==> config.mk <==
export PLATFORM = sky130hd
export DESIGN_NAME = dma_channel_control_source
export DESIGN_NICKNAME = d
export VERILOG_FILES = /design/src/hdl/dma_chan_pkg.sv /design/src/hdl/dma_channel_control_source.sv
export SDC_FILE = /design/constraint.sdc
export NUM_CORES = 1
export LEC_CHECK = 0
export BUFFER_PORTS_ARGS = -buffer_cell sky130_fd_sc_hd__buf_4
export CAP_MARGIN = 40
export CORE_MARGIN = 2
export CORE_UTILIZATION = 30
export CTS_CLUSTER_SIZE = 8
export DETAILED_ROUTE_END_ITERATION = 16
export HOLD_SLACK_MARGIN = 0.1
export PLACE_DENSITY = 0.6
export SLEW_MARGIN = 0
export SYNTH_ARGS = -nofsm -noshare
export SYNTH_HDL_FRONTEND = slang
export SYNTH_SLANG_ARGS = --single-unit
==> constraint.sdc <==
create_clock -name i_core_clk -period 4.7 [get_ports i_core_clk]
set_clock_uncertainty 0.05 [all_clocks]
set_input_delay 0 -clock i_core_clk [delete_from_list [all_inputs] [get_ports i_core_clk]]
set_output_delay 0 -clock i_core_clk [all_outputs]
set_load 0.005 [all_outputs]
==> src/hdl/dma_chan_pkg.sv <==
package dma_chan_pkg;

    localparam int unsigned PTR_W = 22;

    localparam logic [7:0] OFF_CTL0      = 8'h00;
    localparam logic [7:0] OFF_CTL1      = 8'h04;
    localparam logic [7:0] OFF_BUF       = 8'h08;
    localparam logic [7:0] OFF_SSA_LOW   = 8'h0C;
    localparam logic [7:0] OFF_SSA_HIGH  = 8'h10;
    localparam logic [7:0] OFF_SSA_UPPER = 8'h14;
    localparam logic [7:0] OFF_PTR_LOW   = 8'h18;
    localparam logic [7:0] OFF_PTR_HIGH  = 8'h1C;
    localparam logic [7:0] OFF_PTR_UPPER = 8'h20;
    localparam logic [7:0] OFF_STATUS    = 8'h24;

    localparam int unsigned CTL0_EN_BIT     = 7;
    localparam int unsigned CTL0_START_BIT  = 6;
    localparam int unsigned CTL0_ACTIVE_BIT = 5;
    localparam int unsigned CTL0_ABORT_BIT  = 2;
    localparam int unsigned CTL0_PEND_BIT   = 0;
    localparam int unsigned CTL1_DEST_ADDR_MODE_LSB  = 6;
    localparam int unsigned CTL1_DEST_RELOAD_STOP_BIT   = 5;
    localparam int unsigned CTL1_SMR_LSB    = 3;
    localparam int unsigned CTL1_SOURCE_ADDR_MODE_LSB  = 1;
    localparam int unsigned CTL1_SOURCE_RELOAD_STOP_BIT   = 0;
    localparam int unsigned STAT_OVR_BIT    = 0;

    localparam logic [1:0] MODE_HOLD = 2'h0;
    localparam logic [1:0] MODE_INC  = 2'h1;
    localparam logic [1:0] MODE_DEC  = 2'h2;

    localparam logic [1:0] REGION_DATA  = 2'h0;
    localparam logic [1:0] REGION_FLASH = 2'h1;

    localparam logic [7:0]  RESET_BYTE = 8'h00;
    localparam logic [21:0] RESET_PTR  = 22'h000000;

    typedef enum logic [1:0] {
        BUS_IDLE = 2'b01,
        BUS_DATA = 2'b10
    } bus_state_type;

    typedef struct packed {
        logic       start;
        logic       abort;
        logic       rd_busy;
        logic       rd_done;
        logic [7:0] rd_data;
        logic       wr_done;
        logic       src_reload;
        logic       dst_reload;
        logic       msg_done;
    } chan_evt_type;

    typedef struct packed {
        logic        enable;
        logic        active;
        logic        pending;
        logic [1:0]  src_region;
        logic [1:0]  src_mode;
        logic [1:0]  dst_mode;
        logic [21:0] src_ptr;
        logic        overrun;
    } chan_cfg_type;

endpackage

==> src/hdl/dma_channel_control_source.sv <==
// Contract
// RULE1: Channel acts on events only while the module enable bit is one.
// RULE2: Start triggers are taken only while the start-trigger enable is one.
// RULE3: Active bit reads one during a transaction; hardware sets and clears it.
// RULE4: Abort triggers are taken only while the abort-trigger enable is one.
// RULE5: Pending bit is one while the buffer holds undelivered read data.
// RULE6: Destination mode field selects hold, increment or decrement; code 11 reserved.
// RULE7: Destination stop bit clears start-trigger enable on destination counter reload.
// RULE8: Region field selects data space, program flash or data EEPROM.
// RULE9: Source mode field moves source pointer hold, up or down per transfer.
// RULE10: Source stop bit clears start-trigger enable on source counter reload.
// RULE11: Transit byte buffer is readable and shows the byte in flight.
// RULE12: Writable 22-bit source start address over three byte registers.
// RULE13: Read-only 22-bit source pointer, upper byte top two bits zero.
// RULE14: Unused bits 4-3 and 1 of control register 0 read zero.
// RULE15: Software may enable and allow start triggers by writing 0xC0.
// RULE16: An abort clears both the start and abort trigger enables.
// RULE17: Abort mid-transaction finishes any read, then clears active; resumable.
// RULE18: All channel registers return to default on reset or enable clear.
// RULE19: Overrun flag sets when a start arrives during an unfinished message.
// RULE20: Source pointer loads from start address on source reload and first start.
// RULE21: All fields, buffer and pointers are zero after reset.
`timescale 1ns/10ps
module dma_channel_control_source (
    input  wire logic                      i_core_clk,
    input  wire logic                      i_rst_n,
    input  wire logic                      i_clk_en,
    input  wire logic                      i_hsel,
    input  wire logic [31:0]               i_haddr,
    input  wire logic [1:0]                i_htrans,
    input  wire logic                      i_hwrite,
    input  wire logic [2:0]                i_hsize,
    input  wire logic [31:0]               i_hwdata,
    input  wire logic                      i_hready,
    output logic      [31:0]               o_hrdata,
    output logic                           o_hreadyout,
    output logic                           o_hresp,
    input  wire dma_chan_pkg::chan_evt_type i_evt,
    output dma_chan_pkg::chan_cfg_type      o_cfg
);

    typedef struct packed {
        dma_chan_pkg::bus_state_type bus;
        logic [7:0]  addr;
        logic        write;
        logic        hready;
        logic        hresp;
        logic [31:0] rdata;
        logic        en;
        logic        start_en;
        logic        active;
        logic        abort_en;
        logic        pending;
        logic        soft_stop;
        logic        need_load;
        logic        overrun;
        logic [1:0]  dst_mode;
        logic        dst_stop;
        logic [1:0]  region;
        logic [1:0]  src_mode;
        logic        src_stop;
        logic [7:0]  buffer;
        logic [21:0] source_start_address;
        logic [21:0] source_current_pointer;
    } state_type;

    localparam state_type STATE_RESET = '{
        bus:       dma_chan_pkg::BUS_IDLE,
        addr:      dma_chan_pkg::RESET_BYTE,
        write:     1'b0,
        hready:    1'b1,
        hresp:     1'b0,
        rdata:     32'h00000000,
        en:        1'b0,
        start_en:  1'b0,
        active:    1'b0,
        abort_en:  1'b0,
        pending:   1'b0,
        soft_stop: 1'b0,
        need_load: 1'b1,
        overrun:   1'b0,
        dst_mode:  dma_chan_pkg::MODE_HOLD,
        dst_stop:  1'b0,
        region:    dma_chan_pkg::REGION_DATA,
        src_mode:  dma_chan_pkg::MODE_HOLD,
        src_stop:  1'b0,
        buffer:    dma_chan_pkg::RESET_BYTE,
        source_start_address:       dma_chan_pkg::RESET_PTR,
        source_current_pointer:      dma_chan_pkg::RESET_PTR
    };

    state_type st_r;
    state_type st_nxt;
    logic [7:0] ctl0_rd;
    logic [7:0] ctl1_rd;
    logic [7:0] rd_byte;
    logic       wr_now;
    logic       take_start;
    logic       take_abort;
    logic       en_clear;

    always_comb begin
        ctl0_rd = 8'h00;
        ctl0_rd[dma_chan_pkg::CTL0_EN_BIT]     = st_r.en;
        ctl0_rd[dma_chan_pkg::CTL0_START_BIT]  = st_r.start_en;
        ctl0_rd[dma_chan_pkg::CTL0_ACTIVE_BIT] = st_r.active;
        ctl0_rd[dma_chan_pkg::CTL0_ABORT_BIT]  = st_r.abort_en;
        ctl0_rd[dma_chan_pkg::CTL0_PEND_BIT]   = st_r.pending; // [RULE5] [RULE14]
        ctl1_rd = {st_r.dst_mode, st_r.dst_stop, st_r.region, st_r.src_mode, st_r.src_stop};
        unique case (st_r.addr)
            dma_chan_pkg::OFF_CTL0:      rd_byte = ctl0_rd;
            dma_chan_pkg::OFF_CTL1:      rd_byte = ctl1_rd;
            dma_chan_pkg::OFF_BUF:       rd_byte = st_r.buffer; // [RULE11]
            dma_chan_pkg::OFF_SSA_LOW:   rd_byte = st_r.source_start_address[7:0];
            dma_chan_pkg::OFF_SSA_HIGH:  rd_byte = st_r.source_start_address[15:8];
            dma_chan_pkg::OFF_SSA_UPPER: rd_byte = {2'h0, st_r.source_start_address[21:16]};
            dma_chan_pkg::OFF_PTR_LOW:   rd_byte = st_r.source_current_pointer[7:0];
            dma_chan_pkg::OFF_PTR_HIGH:  rd_byte = st_r.source_current_pointer[15:8];
            dma_chan_pkg::OFF_PTR_UPPER: rd_byte = {2'h0, st_r.source_current_pointer[21:16]}; // [RULE13]
            dma_chan_pkg::OFF_STATUS:    rd_byte = {7'h00, st_r.overrun};
            default:                     rd_byte = 8'h00;
        endcase
    end

    always_comb begin
        st_nxt     = st_r;
        wr_now     = (st_r.bus == dma_chan_pkg::BUS_DATA) && st_r.write;
        en_clear   = 1'b0;
        take_start = 1'b0;
        take_abort = 1'b0;

        // One wait state on every transfer keeps read data coming straight from a flop.
        unique case (st_r.bus)
            dma_chan_pkg::BUS_IDLE: begin
                if (i_hsel && i_htrans[1] && i_hready) begin
                    st_nxt.bus    = dma_chan_pkg::BUS_DATA;
                    st_nxt.addr   = i_haddr[7:0];
                    st_nxt.write  = i_hwrite;
                    st_nxt.hready = 1'b0;
                end
            end
            dma_chan_pkg::BUS_DATA: begin
                st_nxt.bus    = dma_chan_pkg::BUS_IDLE;
                st_nxt.hready = 1'b1;
                st_nxt.rdata  = st_r.write ? 32'h00000000 : {24'h000000, rd_byte};
            end
            default: begin
                st_nxt.bus    = dma_chan_pkg::BUS_IDLE;
                st_nxt.hready = 1'b1;
            end
        endcase

        if (wr_now) begin
            unique case (st_r.addr)
                dma_chan_pkg::OFF_CTL0: begin
                    st_nxt.en       = i_hwdata[dma_chan_pkg::CTL0_EN_BIT];
                    st_nxt.start_en = i_hwdata[dma_chan_pkg::CTL0_START_BIT]; // [RULE15]
                    st_nxt.active   = i_hwdata[dma_chan_pkg::CTL0_ACTIVE_BIT];
                    st_nxt.abort_en = i_hwdata[dma_chan_pkg::CTL0_ABORT_BIT];
                    if (i_hwdata[dma_chan_pkg::CTL0_ACTIVE_BIT]) begin
                        st_nxt.soft_stop = 1'b0; // [RULE17]
                    end
                    if (!st_r.en && i_hwdata[dma_chan_pkg::CTL0_EN_BIT]) begin
                        st_nxt.need_load = 1'b1; // [RULE20]
                    end
                    en_clear = !i_hwdata[dma_chan_pkg::CTL0_EN_BIT];
                end
                dma_chan_pkg::OFF_CTL1: begin
                    st_nxt.dst_mode = i_hwdata[dma_chan_pkg::CTL1_DEST_ADDR_MODE_LSB +: 2]; // [RULE6]
                    st_nxt.dst_stop = i_hwdata[dma_chan_pkg::CTL1_DEST_RELOAD_STOP_BIT];
                    st_nxt.region   = i_hwdata[dma_chan_pkg::CTL1_SMR_LSB +: 2]; // [RULE8]
                    st_nxt.src_mode = i_hwdata[dma_chan_pkg::CTL1_SOURCE_ADDR_MODE_LSB +: 2];
                    st_nxt.src_stop = i_hwdata[dma_chan_pkg::CTL1_SOURCE_RELOAD_STOP_BIT];
                end
                dma_chan_pkg::OFF_SSA_LOW:   st_nxt.source_start_address[7:0]   = i_hwdata[7:0]; // [RULE12]
                dma_chan_pkg::OFF_SSA_HIGH:  st_nxt.source_start_address[15:8]  = i_hwdata[7:0];
                dma_chan_pkg::OFF_SSA_UPPER: st_nxt.source_start_address[21:16] = i_hwdata[5:0];
                dma_chan_pkg::OFF_STATUS: begin
                    if (i_hwdata[dma_chan_pkg::STAT_OVR_BIT]) begin
                        st_nxt.overrun = 1'b0;
                    end
                end
                default: begin
                end
            endcase
        end

        if (st_r.en && !en_clear) begin // [RULE1]
            take_start = i_evt.start && st_r.start_en; // [RULE2]
            take_abort = i_evt.abort && st_r.abort_en; // [RULE4]
            if (i_evt.msg_done) begin
                st_nxt.active = 1'b0; // [RULE3]
            end
            if (take_start) begin
                if (st_r.active && !i_evt.msg_done) begin
                    st_nxt.overrun = 1'b1; // [RULE19]
                end else begin
                    st_nxt.active = 1'b1; // [RULE3]
                    if (st_r.need_load) begin
                        st_nxt.source_current_pointer      = st_r.source_start_address; // [RULE20]
                        st_nxt.need_load = 1'b0;
                    end
                end
            end
            if (i_evt.wr_done) begin
                st_nxt.pending = 1'b0;
            end
            if (i_evt.rd_done) begin
                st_nxt.buffer  = i_evt.rd_data; // [RULE11]
                st_nxt.pending = 1'b1; // [RULE5]
                unique case (st_r.src_mode)
                    dma_chan_pkg::MODE_INC: st_nxt.source_current_pointer = st_r.source_current_pointer + 22'h000001; // [RULE9]
                    dma_chan_pkg::MODE_DEC: st_nxt.source_current_pointer = st_r.source_current_pointer - 22'h000001; // [RULE9]
                    default:                st_nxt.source_current_pointer = st_r.source_current_pointer;
                endcase
                if (st_r.soft_stop) begin
                    st_nxt.active    = 1'b0; // [RULE17]
                    st_nxt.soft_stop = 1'b0;
                end
            end
            if (i_evt.src_reload) begin
                st_nxt.source_current_pointer      = st_r.source_start_address; // [RULE20]
                st_nxt.need_load = 1'b0;
                if (st_r.src_stop) begin
                    st_nxt.start_en = 1'b0; // [RULE10]
                end
            end
            if (i_evt.dst_reload && st_r.dst_stop) begin
                st_nxt.start_en = 1'b0; // [RULE7]
            end
            if (take_abort) begin
                st_nxt.start_en = 1'b0; // [RULE16]
                st_nxt.abort_en = 1'b0; // [RULE16]
                // A read under way is finished first so the buffer never holds half a byte.
                if (st_r.active && i_evt.rd_busy && !i_evt.rd_done) begin
                    st_nxt.soft_stop = 1'b1; // [RULE17]
                end else begin
                    st_nxt.active = 1'b0; // [RULE17]
                end
            end
        end

        if (en_clear) begin
            st_nxt           = STATE_RESET; // [RULE18]
            st_nxt.bus       = dma_chan_pkg::BUS_IDLE;
            st_nxt.hready    = 1'b1;
            st_nxt.rdata     = 32'h00000000;
        end
    end

    always_ff @(posedge i_core_clk or negedge i_rst_n) begin
        if (!i_rst_n) begin
            st_r <= STATE_RESET; // [RULE21]
        end else if (i_clk_en) begin
            st_r <= st_nxt;
        end
    end

    assign o_hrdata          = st_r.rdata;
    assign o_hreadyout       = st_r.hready;
    assign o_hresp           = st_r.hresp;
    assign o_cfg.enable      = st_r.en;
    assign o_cfg.active      = st_r.active;
    assign o_cfg.pending     = st_r.pending;
    assign o_cfg.src_region  = st_r.region;
    assign o_cfg.src_mode    = st_r.src_mode;
    assign o_cfg.dst_mode    = st_r.dst_mode;
    assign o_cfg.src_ptr     = st_r.source_current_pointer;
    assign o_cfg.overrun     = st_r.overrun;
endmodule

==> results of run 1 <==
[critical path, stage by stage (launching register included)]
cell and delay, ns:
dfrtp_1 0.56, or4_1 0.84, nor3_4 0.43, nand2b_1 0.33, nand2_1 0.13, nand3_1 0.08
dlygate4sd3_1 0.56, nand2_1 0.06, dlygate4sd3_1 0.54
[per-layer routing]
layer	routed length [microns]	up-vias	track usage
li1	-	2603	-
met1	8560	2704	0.264
met2	8890	264	0.296
met3	1480	33	0.0404
met4	371	0	0.0537
met5	0	-	0
[worst max-delay path by stage]
stage,from,to,slack (ns),cells after the start
after floorplan,o_cfg[25],o_cfg[19],1.85,11
after global placement,o_cfg[25],o_cfg[19],1.35,9
after detailed placement,st_r[108],st_r[49],1.71,5
after CTS,st_r[108],ctl0_rd[2],1.05,8
after global routing,st_r[108],ctl0_rd[2],0.84,8
final,st_r[108],ctl0_rd[2],1.07,8
[per-stage QoR]
stage	cell area (sq um)	util
after floorplan	5980	-
after global placement	6310	0.326
after detailed placement	6330	0.327
after CTS	7020	0.363
after global routing	7030	0.363
final	7030	0.363
[flip-flops by register name, indices dropped and copies added, names as in the netlist]
register,cells
st_r,43
ctl1_rd,2
ctl0_rd,2
o_hrdata,8
o_cfg,32
[power groups by stage]
stage / Clock (mW) / Sequential [mW] / Combinational, mW
after floorplan: 0 / 0.826 / 0.168
after global placement: 0 / 0.859 / 0.237
after detailed placement: 0 / 0.860 / 0.238
after CTS: 0.712 / 0.845 / 0.266
after global routing: 0.738 / 0.854 / 0.292
final: 0.700 / 0.846 / 0.268
[cells by family after synthesis]
family / Yosys count / share of synthesized area
AO/OA/AOI/OAI: 212 / 0.239
flip-flops: 87 / 0.370
multiplexers: 21 / 0.0385
XOR/XNOR: 7 / 0.0104
other: 1 / 0.000637
adder cells (fa/ha/maj): 1 / 0.00212
AND/OR/NAND/NOR: 243 / 0.214
buffers and inverters: 126 / 0.125
[cell usage in the layout (no fill, tap or decap), types with 8 or more instances in the layout]
cell / Yosys / final
a21o_1: 8 / 8
a21oi_1: 30 / 30
a222oi_1: 8 / 8
a22o_1: 16 / 16
a22oi_1: 15 / 15
and2_1: 8 / 8
buf_4: 65 / 88
clkbuf_16: 0 / 9
conb_1: 1 / 25
dfrtp_1: 85 / 85
dlygate4sd3_1: 0 / 42
inv_1: 12 / 12
mux2_2: 10 / 10
mux2i_1: 8 / 8
nand2_1: 90 / 90
nand3_1: 22 / 22
nand4_1: 10 / 10
nor2_1: 32 / 32
nor3_1: 15 / 15
nor4_1: 9 / 8
o21ai_0: 45 / 45
o21ai_1: 30 / 30
o22ai_1: 8 / 8
or4_1: 8 / 8
[layout make-up]
type	count	area share
clock buffer	11	0.0331
sequential	87	0.310
multi-input combinational	509	0.440
inverter	12	0.00641
tap	265	0.0472
clock inverter	5	0.00605
timing repair buffer	133	0.157
[synth_stat cells, types with 8 or more instances]
library cell / count
or4_1: 8
nor2_1: 32
mux2_2: 10
dfrtp_1: 85
nor4_1: 9
o22ai_1: 8
a222oi_1: 8
clkbuf_1: 31
nor3_1: 15
o21ai_1: 30
o21ai_0: 45
a21o_1: 8
a22oi_1: 15
and2_1: 8
mux2i_1: 8
nand2_1: 90
nand3_1: 22
buf_4: 65
a21oi_1: 30
nand4_1: 10
a22o_1: 16
inv_1: 12
buf_2: 15
[what timing repair did]
item | 4_1_cts | 5_1_grt
endpoints found under the hold margin | 91 | 0
hold buffers | 42 | 0
gates resized for setup | 0 | 0
==> flow_summary.toml, run 1 <==
[floorplanning]
start_util = 0.305
num_rows = 51
dieHeight_microns = 144
core_area_sq_um = 19300
die_area_sq_um = 20800
die_x_microns = 144
boundaryPins = 157

[setup_path]
r2r-start = "st_r[108]"
reg2reg_depth = 8
crit_fanout = 14
cp-start-kind = "flop"
critPathArrivalTime_ns = 3.89
crit_type = "flop to flop"
end_kind = "flop"
cp.required_ns = 4.95
r2r-end = "ctl0_rd[2]"
reg2reg_slack_ns = 1.07

[hold_path]
worst_hold_path_type = "input pin to async pin"

[synth]
syn_avg_cell_area_sq_um = 8.44
yosys_warnings = 0
yosysUniqueCellTypes = 67
synth-edff-count = 0
syn_area_sq_um = 5890
synth_seq_cells = 87
seq_area_frac_synth = 0.370
yosys-top-cells-area = "dfrtp_1 (36%), buf_4 (8.3%), nand2_1 (5.7%), o21ai_0 (3.8%), a21oi_1 (2.5%)"
synth.top_cell.area_share = 0.361
async_flop_share = 1.00
synthCells = 698
ys.flop_type = "dfrtp_1"
yosys.area.top_type = "dfrtp_1"

[power_and_ir_drop]
p_total_mw = 1.81
swShare = 0.303
power_frac_comb = 0.148
internal_power_mw = 1.26
power.switching_mw = 0.550
power_density_nw_per_um2 = 258
leakagePower_nw = 2.96
vdd_drop_max_uv = 186
clkPwrFrac = 0.386
seq_power_share = 0.466

[routing]
drt_pre_antenna_iters = 6
ant_nets = 0
wirelength_mm = 19.3
post_drt_wl_per_cell_microns = 18.9
vias = 5604
via_per_inst = 5.48
drcViolationCount = 0
drtIter0Drc = 589

[cells_and_area]
finalNonFillerCells = 1022
multi_input_area_sq_um = 3090
drive_gt1_frac = 0.174
n_antenna_cell = 0
seqCellArea_sq_um = 2180
fillers = 2006
area_growth_pct = 19.3
layout.nets = 844

[cts]
cts_tree = "yes"
cts.sinks = 87
cts_buffers = 9
cts_max_level = 3
cts_buffer_depth = 2
clockRootBuffer = "clkbuf_16"
clkSlewWorstSetupHoldPaths_ns = 0.07
post-cts-setup-buffers = 0
insertion_delay_ns = 0.36

[place]
dp_cells = 963
port_buffers = 79
pre_cts_slack_ns = 1.71
dp_hpwl_mm = 13.8
place_congestion = 0.881

[outcome]
outcome = "finished clean"

[global_route]
grt_max_degree = 53
grt_antenna_before_repair = 0
grt_pass1_wl_mm = 29.9
grt_pass1_vias = 5051
track_usage = 0.189
grt-ovfl-total = 0

[sta]
slew_viol_final = 0
fin_crit_ns = 3.63
worst_slew_pin_slew_ns = 0.857
setup_viol_count_final = 0
maxSlewHeadroom = 0.425
finalHoldViolCount = 0
fin_ws_ns = 1.07
post-route-period-util = 0.773
hold_ws_ns = 0.0902
rsz0062_at_grt = "false"
fmax_ghz = 0.275
setup_tns_ns = 0

[run]
maxCapViolations = 0
No activity file was read; power rests on OpenSTA's default activity.
==> inputs of run 2 (changes only) <==
--- a/config.mk
+++ b/config.mk
@@ -12,7 +12,7 @@
 export CTS_CLUSTER_SIZE = 8
 export DETAILED_ROUTE_END_ITERATION = 16
 export HOLD_SLACK_MARGIN = 0.1
-export PLACE_DENSITY = 0.6
+export PLACE_DENSITY = 0.62
 export SLEW_MARGIN = 0
 export SYNTH_ARGS = -nofsm -noshare
 export SYNTH_HDL_FRONTEND = slang
==> constraint.sdc (replaced) <==
create_clock -name i_core_clk -period 3 [get_ports i_core_clk]
set_clock_uncertainty 0.05 [all_clocks]
set_input_delay 0 -clock i_core_clk [delete_from_list [all_inputs] [get_ports i_core_clk]]
set_output_delay 0 -clock i_core_clk [all_outputs]
set_load 0.005 [all_outputs]
==> flow_summary.toml, run 2 (synthesis gave the netlist of run 1 again) <==
[routing]
via_per_inst = 5.40
ant_nets = 0
drcViolationCount = 0
wirelength_mm = 20.1
post_drt_wl_per_cell_microns = 19.2
vias = 5655
drt_pre_antenna_iters = 6
drtIter0Drc = 487

[cells_and_area]
final_util = 0.375
seqCellArea_sq_um = 2180
regMostFlops = "st_r"
multi_input_area_sq_um = 3090
n_antenna_cell = 0
final_cell_mix = "buf_4 (119), nand2_1 (90), dfrtp_1 (85), o21ai_0 (45), dlygate4sd3_1 (39)"
fillers = 1992
drive_gt1_frac = 0.210
final_common_cell = "buf_4"
area_growth_pct = 23.0
largest_register_ffs = 43
layout.nets = 869

[setup_path]
end_kind = "flop"
path_common_cell = "nand2_1"
critical_path.cell_chain = "or4_1 -> nor3_4 -> nand2b_1 -> buf_4 -> nand2_1 -> nand3_1 -> dlygate4sd3_1 -> nand2_1"
crit_cells = 8
crit_buf_inv = 2
slowest_delay_ns = 0.78
reg2reg_depth = 8
crit_type = "flop to flop"
worst_path_dominant_cell_family = "simple AND/OR/NAND/NOR gates"
cp-start-kind = "flop"
crit_fanout = 11
critPathSlowestCell = "or4_1"
critPathArrivalTime_ns = 3.05
cp.required_ns = 3.24

[floorplanning]
die_area_sq_um = 20800
dieHeight_microns = 144
boundaryPins = 157
core_area_sq_um = 19300
start_util = 0.305
num_rows = 51
die_x_microns = 144

[cts]
insertion_delay_ns = 0.35
cts_buffers = 9
cts.sinks = 87
cts_buffer_depth = 2
cts_tree = "yes"
clockRootBuffer = "clkbuf_16"
cts_max_level = 3
clkSlewWorstSetupHoldPaths_ns = 0.07

[global_route]
track_usage = 0.199
grt_pass1_wl_mm = 31.7
grt_max_degree = 32
grt_pass1_vias = 5447
grt_antenna_before_repair = 0
grt-ovfl-total = 0

[sta]
post-route-period-util = 0.936
fmax_ghz = 0.356
worst_slew_pin_slew_ns = 0.765
slew_viol_final = 0
setup_viol_count_final = 0
maxSlewHeadroom = 0.486
fin_crit_ns = 2.81
rsz0062_at_grt = "false"
setup_tns_ns = 0
hold_ws_ns = 0.0796
finalHoldViolCount = 0

[power_and_ir_drop]
clkPwrFrac = 0.400
swShare = 0.283
internal_power_mw = 2.11
power_density_nw_per_um2 = 407
power_frac_comb = 0.156
vdd_drop_max_uv = 320
seq_power_share = 0.445
power.switching_mw = 0.835
leakagePower_nw = 3.11

[run]
maxCapViolations = 0

[place]
place_congestion = 0.898
dp_hpwl_mm = 14.7
port_buffers = 79

[hold_path]
worst_hold_path_type = "input pin to async pin"

[outcome]
outcome = "finished clean"
run 2: changes by cell type in the layout (fill, tap and decap cells not counted), sizes merged:
cell	before	now
buf	90	119
bufinv	0	1
clkbuf	12	11
clkinv	0	3
clkinvlp	3	1
dlygate4sd3	42	39
inv	14	12
run 2: power groups by stage:
stage          clock [mW]  combinational (mW)  sequential, mW
2_1_floorplan           0               0.263            1.29
3_3_place_gp            0               0.411            1.33
3_5_place_dp            0               0.413            1.33
4_1_cts              1.20               0.451            1.31
5_1_grt              1.25               0.501            1.32
6_report             1.18               0.459            1.31
run 2: final timing paths:
kind                                   from     endpoint  slack (ns)
worst max-delay path              st_r[106]   ctl0_rd[2]        0.19
min in group i_core_clk           i_evt[14]     st_r[62]        0.11
worst min-delay path                i_rst_n    o_cfg[16]        0.08
max in group asynchronous           i_rst_n    st_r[111]        2.02
worst max register to register    st_r[106]   ctl0_rd[2]        0.19
worst min register to register  o_hrdata[3]  o_hrdata[3]        0.43
run 2: metal layers:
layer	wire length [microns]	vias up	global-route usage
li1	-	2634	-
met1	8750	2748	0.273
met2	9480	236	0.319
met3	1410	37	0.0414
met4	446	0	0.0511
met5	0	-	0
run 2: final cells by class:
class,count,area share
Sequential cell,87,0.301
Tap cell,265,0.0458
Timing Repair Buffer,158,0.177
Inverter,12,0.00622
Clock inverter,5,0.00777
Clock buffer,11,0.0349
Multi-Input combinational cell,509,0.427
run 2: what timing repair did:
item                       CTS  global route
hold buffers                39             0
setup buffers                0             0
setup endpoints to repair    0             2
hold endpoints to repair   141             0
gates resized for setup      0             1
run 2: metrics by stage:
step	power [mW]	worst slack (ns)	instances	instance area, sq um
6_report	2.95	0.191	1047	7240
5_1_grt	3.07	0.0380	1047	7240
4_1_cts	2.96	0.0345	1047	7240
3_5_place_dp	1.74	0.347	992	6540
3_3_place_gp	1.74	0.369	992	6540
2_1_floorplan	1.56	0.148	722	5980
